==> src/hw/pmic_seq_pkg.sv <==
package pmic_seq_pkg;
  localparam int CLK_PERIOD_NS = 10;
  localparam int MS_NS         = 1_000_000;
  localparam int MS_CYCLES     = MS_NS / CLK_PERIOD_NS;
  localparam int NCH           = 6;
  localparam int NREG          = 4;
  localparam int NFLAG         = 12;
  // Flag bit positions
  localparam int F_LIM   = 0;
  localparam int F_SHORT = 4;
  localparam int F_WARN  = 8;
  localparam int F_HOT   = 9;
  localparam int F_OVP   = 10;
  localparam int F_RST   = 11;
  localparam logic [NFLAG-1:0] IRQ_MASKABLE = 12'h10f;
  // Milliseconds per wait code
  localparam logic [5:0] DELAY_MS [16] = '{
    6'h00, 6'h01, 6'h02, 6'h03, 6'h04, 6'h05, 6'h06, 6'h07,
    6'h08, 6'h0a, 6'h0c, 6'h0e, 6'h10, 6'h14, 6'h18, 6'h20};

  typedef enum {ST_OFF, ST_LOAD, ST_RUN} phase_t;

  // Channels 0..1 step-down, 2..3 linear, 4..5 general outputs
  typedef struct packed {
    logic [NCH-1:0]       on_bit;
    logic [NCH-1:0]       pin_select;
    logic [NCH-1:0][3:0]  rise_wait;
    logic [NCH-1:0][3:0]  fall_wait;
    logic [1:0][7:0]      step_down_voltage_code;
    logic [1:0][4:0]      linear_voltage_code;
    logic [NFLAG-1:0]     irq_mask;
  } cfg_t;

  typedef struct packed {
    logic [NREG-1:0] rail_low;
    logic [NREG-1:0] rail_limit;
    logic            hot_warn;
    logic            hot_sd;
    logic            overvolt;
  } mon_t;

  localparam cfg_t CFG_DEFAULT = '0;

  function automatic logic [5:0] delay_ms(input logic [3:0] code);
    return DELAY_MS[code];
  endfunction
endpackage

==> src/hw/pmic_sequence_reset_fault.sv <==
module pmic_sequence_reset_fault import pmic_seq_pkg::*; #(
  parameter int   MS_COUNT            = MS_CYCLES,
  parameter cfg_t FACTORY_CFG         = CFG_DEFAULT,
  parameter logic FACTORY_RESET_MASK  = 1'b0
) (
  // Clock and reset
  input  wire logic               clk,
  input  wire logic               reset,
  // Pins and analog monitors
  input  wire logic               en_pin,
  input  wire logic               analog_supply_low,
  input  wire mon_t               mon_in,
  // Configuration writes
  input  wire logic               cfg_wr,
  input  wire cfg_t               cfg_wdata,
  input  wire logic               soft_reset_wr,
  input  wire logic [NFLAG-1:0]   flag_clear,
  // Outputs
  output logic [NCH-1:0]          rail_on,
  output logic [1:0][7:0]         step_down_vout,
  output logic [1:0][4:0]         linear_vout,
  output logic [NFLAG-1:0]        flags,
  output logic [6:0]              status,
  output logic                    irq_n_pin,
  output logic                    soft_reset_bit,
  output logic                    ready,
  output cfg_t                    cfg_out
);
  localparam int CW = $clog2(MS_COUNT + 1);

  //////////////////////////////////////////////////////////////////////////
  // Synchronisers
  mon_t mon_s1_reg, mon_s2_reg;
  logic en_s1_reg, en_s2_reg, en_prev_reg, uv_s1_reg, uv_s2_reg;

  always_ff @(posedge clk) begin
    if (reset) begin
      mon_s1_reg  <= '0;
      mon_s2_reg  <= '0;
      en_s1_reg   <= 1'b0;
      en_s2_reg   <= 1'b0;
      en_prev_reg <= 1'b0;
      uv_s1_reg   <= 1'b0;
      uv_s2_reg   <= 1'b0;
    end else begin
      mon_s1_reg  <= mon_in;
      mon_s2_reg  <= mon_s1_reg;
      en_s1_reg   <= en_pin;
      en_s2_reg   <= en_s1_reg;
      en_prev_reg <= en_s2_reg;
      uv_s1_reg   <= analog_supply_low;
      uv_s2_reg   <= uv_s1_reg;
    end
  end

  logic en_rise, en_fall;
  assign en_rise = en_s2_reg & ~en_prev_reg;
  assign en_fall = ~en_s2_reg & en_prev_reg;

  //////////////////////////////////////////////////////////////////////////
  // Reset phases and configuration
  phase_t phase_reg, phase_next;
  cfg_t   cfg_reg, cfg_next;
  logic   srst_reg, srst_next, rmask_reg, rmask_next, ready_reg, ready_next;
  logic   kill;

  always_comb begin
    phase_next = phase_reg;
    srst_next  = 1'b0;
    cfg_next   = cfg_reg;
    rmask_next = rmask_reg;
    if (uv_s2_reg) begin
      phase_next = ST_OFF;
    end else begin
      unique case (phase_reg)
        ST_OFF:  phase_next = ST_LOAD;
        ST_LOAD: phase_next = ST_RUN;
        ST_RUN:  if (srst_reg) phase_next = ST_LOAD;
      endcase
    end
    ready_next = (phase_next == ST_RUN);
    if (phase_reg == ST_RUN && !srst_reg) srst_next = soft_reset_wr;
    if (phase_reg == ST_OFF) begin
      cfg_next = CFG_DEFAULT;
    end else if (phase_reg == ST_LOAD) begin
      cfg_next = FACTORY_CFG;
      rmask_next = FACTORY_RESET_MASK;
    end else if (cfg_wr && !srst_reg) begin
      cfg_next = cfg_wdata;
    end
  end

  // No serial state here; the host link lives outside this reset
  always_ff @(posedge clk) begin
    if (reset) begin
      phase_reg <= ST_OFF;
      cfg_reg   <= CFG_DEFAULT;
      srst_reg  <= 1'b0;
      rmask_reg <= 1'b0;
      ready_reg <= 1'b0;
    end else begin
      phase_reg <= phase_next;
      cfg_reg   <= cfg_next;
      srst_reg  <= srst_next;
      rmask_reg <= rmask_next;
      ready_reg <= ready_next;
    end
  end

  assign kill = (phase_reg != ST_RUN) | srst_reg | mon_s2_reg.hot_sd | mon_s2_reg.overvolt;

  //////////////////////////////////////////////////////////////////////////
  // Millisecond tick; sequence waits may run up to one tick short
  logic [CW-1:0] tick_cnt_reg, tick_cnt_next;
  logic          tick;
  assign tick = (tick_cnt_reg == CW'(MS_COUNT - 1));
  always_comb tick_cnt_next = tick ? '0 : tick_cnt_reg + 1'b1;
  always_ff @(posedge clk) begin
    if (reset) tick_cnt_reg <= '0;
    else       tick_cnt_reg <= tick_cnt_next;
  end

  //////////////////////////////////////////////////////////////////////////
  // Pin sequencing per channel
  logic [NCH-1:0]      seq_reg, seq_next, pend_reg, pend_next, sel, req;
  logic [NCH-1:0][5:0] wait_reg, wait_next;

  always_comb begin
    seq_next  = seq_reg;
    pend_next = pend_reg;
    wait_next = wait_reg;
    for (int i = 0; i < NCH; i++) begin
      sel[i] = cfg_reg.on_bit[i] & cfg_reg.pin_select[i];
      if (!sel[i]) begin
        pend_next[i] = 1'b0;
        seq_next[i]  = en_s2_reg;
      end else if (en_rise || en_fall) begin
        pend_next[i] = 1'b1;
        wait_next[i] = delay_ms(en_rise ? cfg_reg.rise_wait[i] : cfg_reg.fall_wait[i]);
      end else if (pend_reg[i]) begin
        if (wait_reg[i] == 6'h00) begin
          seq_next[i]  = en_s2_reg;
          pend_next[i] = 1'b0;
        end else if (tick) begin
          wait_next[i] = wait_reg[i] - 6'h01;
        end
      end
      req[i] = cfg_reg.on_bit[i] & (cfg_reg.pin_select[i] ? seq_reg[i] : 1'b1);
    end
  end

  always_ff @(posedge clk) begin
    if (reset) begin
      seq_reg  <= '0;
      pend_reg <= '0;
      wait_reg <= '0;
    end else begin
      seq_reg  <= seq_next;
      pend_reg <= pend_next;
      wait_reg <= wait_next;
    end
  end

  //////////////////////////////////////////////////////////////////////////
  // Short detection and rail outputs
  logic [NREG-1:0][CW-1:0] sc_cnt_reg, sc_cnt_next;
  logic [NREG-1:0]         sc_off_reg, sc_off_next, sc_hit;
  logic [NCH-1:0]          rail_reg, rail_next;
  logic [1:0][7:0]         bv_reg, bv_next;
  logic [1:0][4:0]         lv_reg, lv_next;

  always_comb begin
    for (int r = 0; r < NREG; r++) begin
      sc_hit[r]      = rail_reg[r] & mon_s2_reg.rail_low[r] &
                       (sc_cnt_reg[r] == CW'(MS_COUNT - 1));
      sc_cnt_next[r] = (rail_reg[r] && mon_s2_reg.rail_low[r] && !sc_hit[r]) ?
                       sc_cnt_reg[r] + 1'b1 : '0;
      sc_off_next[r] = req[r] & (sc_off_reg[r] | sc_hit[r]);
    end
    rail_next = req & {NCH{~kill}} & {2'b11, ~(sc_off_reg | sc_hit)};
    for (int b = 0; b < 2; b++) begin
      bv_next[b] = rail_next[b] ? cfg_reg.step_down_voltage_code[b] : 8'h00;
      lv_next[b] = rail_next[b+2] ? cfg_reg.linear_voltage_code[b] : 5'h00;
    end
  end

  always_ff @(posedge clk) begin
    if (reset) begin
      sc_cnt_reg <= '0;
      sc_off_reg <= '0;
      rail_reg   <= '0;
      bv_reg     <= '0;
      lv_reg     <= '0;
    end else begin
      sc_cnt_reg <= sc_cnt_next;
      sc_off_reg <= sc_off_next;
      rail_reg   <= rail_next;
      bv_reg     <= bv_next;
      lv_reg     <= lv_next;
    end
  end

  //////////////////////////////////////////////////////////////////////////
  // Flags and interrupt; a set always wins over a clear
  logic [NFLAG-1:0] flags_reg, flags_next, set_v, hold_v;
  logic             rpend_reg, rpend_next, irq_n_reg, irq_n_next;
  logic [6:0]       stat_reg, stat_next;

  always_comb begin
    // Remember fault or reset until next start-up
    rpend_next = rpend_reg | kill;
    set_v      = '0;
    if (!kill && rpend_reg) begin
      rpend_next   = 1'b0;
      set_v[F_RST] = ~rmask_reg;
    end
    set_v[F_LIM+:4]         = mon_s2_reg.rail_limit;
    set_v[F_WARN]           = mon_s2_reg.hot_warn;
    set_v[F_SHORT+:4]       = sc_hit;
    set_v[F_HOT]            = mon_s2_reg.hot_sd;
    set_v[F_OVP]            = mon_s2_reg.overvolt;
    hold_v                  = set_v;
    hold_v[F_SHORT+:4]      = 4'h0;
    hold_v[F_RST]           = 1'b0;
    if (phase_reg != ST_RUN || srst_reg) begin
      flags_next = '0;
    end else begin
      flags_next = set_v | (flags_reg & ~(flag_clear & ~hold_v));
    end
    irq_n_next = ~|(flags_reg & ~(cfg_reg.irq_mask & IRQ_MASKABLE));
    stat_next  = {mon_s2_reg.overvolt, mon_s2_reg.hot_sd, mon_s2_reg.hot_warn,
                  mon_s2_reg.rail_limit};
  end

  always_ff @(posedge clk) begin
    if (reset) begin
      flags_reg <= '0;
      rpend_reg <= 1'b1;
      irq_n_reg <= 1'b1;
      stat_reg  <= '0;
    end else begin
      flags_reg <= flags_next;
      rpend_reg <= rpend_next;
      irq_n_reg <= irq_n_next;
      stat_reg  <= stat_next;
    end
  end

  assign rail_on        = rail_reg;
  assign step_down_vout = bv_reg;
  assign linear_vout    = lv_reg;
  assign flags          = flags_reg;
  assign status         = stat_reg;
  assign irq_n_pin      = irq_n_reg;
  assign soft_reset_bit = srst_reg;
  assign ready          = ready_reg;
  assign cfg_out        = cfg_reg;
endmodule // pmic_sequence_reset_fault

==> config.mk <==
export PLATFORM = sky130hd
export DESIGN_NAME = pmic_sequence_reset_fault
export DESIGN_NICKNAME = d
export VERILOG_FILES = /design/src/hw/pmic_seq_pkg.sv /design/src/hw/pmic_sequence_reset_fault.sv
export SDC_FILE = /design/constraint.sdc
export NUM_CORES = 1
export LEC_CHECK = 0
export BUFFER_PORTS_ARGS = -buffer_cell sky130_fd_sc_hd__buf_4
export CORE_MARGIN = 5
export CORE_UTILIZATION = 30
export DETAILED_ROUTE_END_ITERATION = 8
export PLACE_DENSITY = 0.48
export SETUP_SLACK_MARGIN = 0.2
export SYNTH_ARGS = -nofsm -noshare
export SYNTH_HDL_FRONTEND = slang
export SYNTH_SLANG_ARGS = --single-unit
export TNS_END_PERCENT = 5
==> constraint.sdc <==
create_clock -name clk -period 2.3 [get_ports clk]
set_input_delay 0.115 -clock clk [delete_from_list [all_inputs] [get_ports clk]]
set_output_delay 0.115 -clock clk [all_outputs]
set_load 0.05 [all_outputs]
==> run metrics <==
status=finished clean; CP cell instances=nor4_1 -> nand4_1 -> buf_4 -> nor4b_4 -> nor4b_2 -> buf_4 -> and2_1; CP dominant cell by count=buf_4; num rows=78; Cells after Synth=1623; Cell Pwr Density=737 mW/mm2; full die area=0.0506 mm2; DR vias=12500; critical path type=flop to flop; Skew-Pair Late Insertion Delay=0.55 ns; Worst Tran Pin Value=0.698 ns; Die X=225 um; Max-cap violations=0; Post-synth top cells=dfxtp_1, nand2_1, nor2_1, a21oi_1, clkbuf_1; total gr overflow=0; largest stage delay on the critical path=0.36 ns; vias in the first global route=12400; Seq/Total Area, Yosys=0.504; area share of the largest cell type after synthesis=0.504; initial antenna violation count=1; routability cong.=0.818; Placed Cells=2492; CTS tree=done; Final Non-Filler Cells=2695; layout cells sized above 1=0.202; Critical Path RT=2.79 ns; DRT Wirelength=41.6 mm; yosys warns=0; Max Transition Viols Final=0; Initial DRC Count=677; Pleak=7.76 nW; Slowest-stage cell, CP=nor4b_4; type of origin of the critical path=flop; CTS Buffer Depth=3; syn_area_per_cell=8.54 um2; max reg flops=98; Post-Route Setup TNS=0 ns; initial core utilization=0.304; min-delay worst type=primary input to flop; remaining routing DRC violations=0; nets=2212; Arr. time, crit path=2.52 ns; Slew Limit Headroom=0.530; core area=0.0456 mm2; post-DR wirelength/cell=15.4 um; clock sinks=349; All-Layer GR Usage=0.161; Async S/R FF share, synth=0; Final HPWL DP=29.4 mm; peak supply drop=0.000441 V; Root Buffer=clkbuf_16; Synth area leaders=dfxtp_1, nand2_1, a21oi_1; Final ANT Viol Nets=0; number of synthesized flops with an enable pin=0; I/O Buffers=278; RSZ-0062 raised after global routing=yes; crit path max fanout=9; Fmax=0.492 GHz; Die Y=225 um; Via-to-Cell Ratio=4.64; Tmin final=2.03 ns; largest net degree at the start of global routing=85; Final Hold Vio Count=0; final period utilization=0.883; detailed-router iteration count before antenna repair=6; Distinct cells, synth=54; Synth Flop Type=dfxtp_1; CTS H-Tree Depth=2; count leader, synth=dfxtp_1; Clock Skew=0.0103 ns; critical path endpoint category=flop; Area Growth Syn to Fin=42.0%; post-synth top area cell=dfxtp_1; first-pass GRT wire length=66.7 mm; number of I/O pins=279; total CTS buffers=41; Setup Viol. Count Final=0; number of synthesized register bits=349; Filler Cells Inserted=4488; cell area after synthesis=0.0139 mm2; clock-pin slew on the worst setup and hold paths=0.06 ns
metal layers:
metal | up-vias | track usage | wire length (um)
met5 | - | 0 | 0
met4 | 0 | 0.0481 | 1170
met3 | 77 | 0.0404 | 2440
met2 | 278 | 0.266 | 19000
met1 | 5788 | 0.207 | 18900
li1 | 6363 | - | -
per-stage QoR:
step                setup WS (ns)  hold slack (ns)  total power (W)  cell area, um2  utilization
finish                      0.268            0.341           0.0145           19700        0.432
global route                0.127            0.334           0.0151           19700        0.432
CTS                         0.171            0.303           0.0147           19600        0.430
detailed placement         0.0372            0.336          0.00770           16900        0.371
global placement           0.0869            0.339          0.00769           16900        0.371
floorplan                   0.234            0.227          0.00715           14000            -
layout by cell type, fill, tap and decap left out, types with 18 or more instances in the layout:
cell type	count
a21oi_1	161
and2_1	18
and3_1	27
buf_4	311
clkbuf_16	41
conb_1	30
dfxtp_1	349
dlygate4sd3_1	129
inv_1	53
mux2i_1	23
nand2_1	270
nand3_1	42
nand4_1	24
nor2_1	175
nor2b_1	40
nor3_1	52
o21ai_0	42
xnor2_1	40
xor2_1	33
critical path: cells and delay by family (launching register included):
| kind | cells | cell delay [ns] |
|---|---|---|
| and+or+nand+nor | 5 | 1.28 |
| DFF | 1 | 0.30 |
| buffers and inverters | 2 | 0.40 |
final timing paths:
path	to	cells past startpoint	startpoint	slack, ns
max reg2reg	step_down_vout[0]$_SDFF_PP0_	7	phase_reg[21]$_SDFF_PP0_	0.27
min reg2reg	hold_v[8]$_SDFF_PP0_	1	mon_s1_reg[2]$_SDFF_PP0_	0.43
min	mon_s1_reg[3]$_SDFF_PP0_	3	mon_in[3]	0.34
max	step_down_vout[0]$_SDFF_PP0_	7	phase_reg[21]$_SDFF_PP0_	0.27
kinds of logic (layout without fill, tap and decap cells):
family / after synthesis / count (layout) / share of synthesized area
compound gates: 288 / 288 / 0.122
xor+xnor: 73 / 73 / 0.0461
buf+inv: 130 / 572 / 0.0371
simple gates: 724 / 724 / 0.244
other cells: 1 / 31 / 0.000271
flops: 349 / 349 / 0.504
fa+ha+maj: 18 / 18 / 0.0163
mux: 40 / 40 / 0.0303
power breakdown:
group	leakage, nW	total (W)	switching [W]	internal, W
clock	0.689	0.00675	0.00257	0.00419
combinational	4.22	0.00141	0.000817	0.000594
sequential	2.85	0.00634	0.000134	0.00620
total	7.76	0.0145	0.00352	0.0110
layout make-up:
cell class / count / area (um2) / area share
flip-flops and latches: 349 / 6990 / 0.355
multi-input cells: 1173 / 6540 / 0.332
repair buffers: 448 / 3790 / 0.192
clock buffers: 53 / 1150 / 0.0585
well taps: 600 / 751 / 0.0382
clock inverters: 17 / 248 / 0.0126
inverters: 54 / 206 / 0.0105
diodes: 1 / 2.50 / 0.000127
repair_timing:
| action | in CTS | in global routing |
|---|---|---|
| endpoints found under the hold margin | 132 | 0 |
| pin swaps | 0 | 1 |
| hold buffers | 129 | 0 |
| buffers inserted | 0 | 3 |
| resized for setup | 2 | 7 |
| setup endpoints to repair | 20 | 138 |
Note: power is estimated with default switching activity, not from simulation.
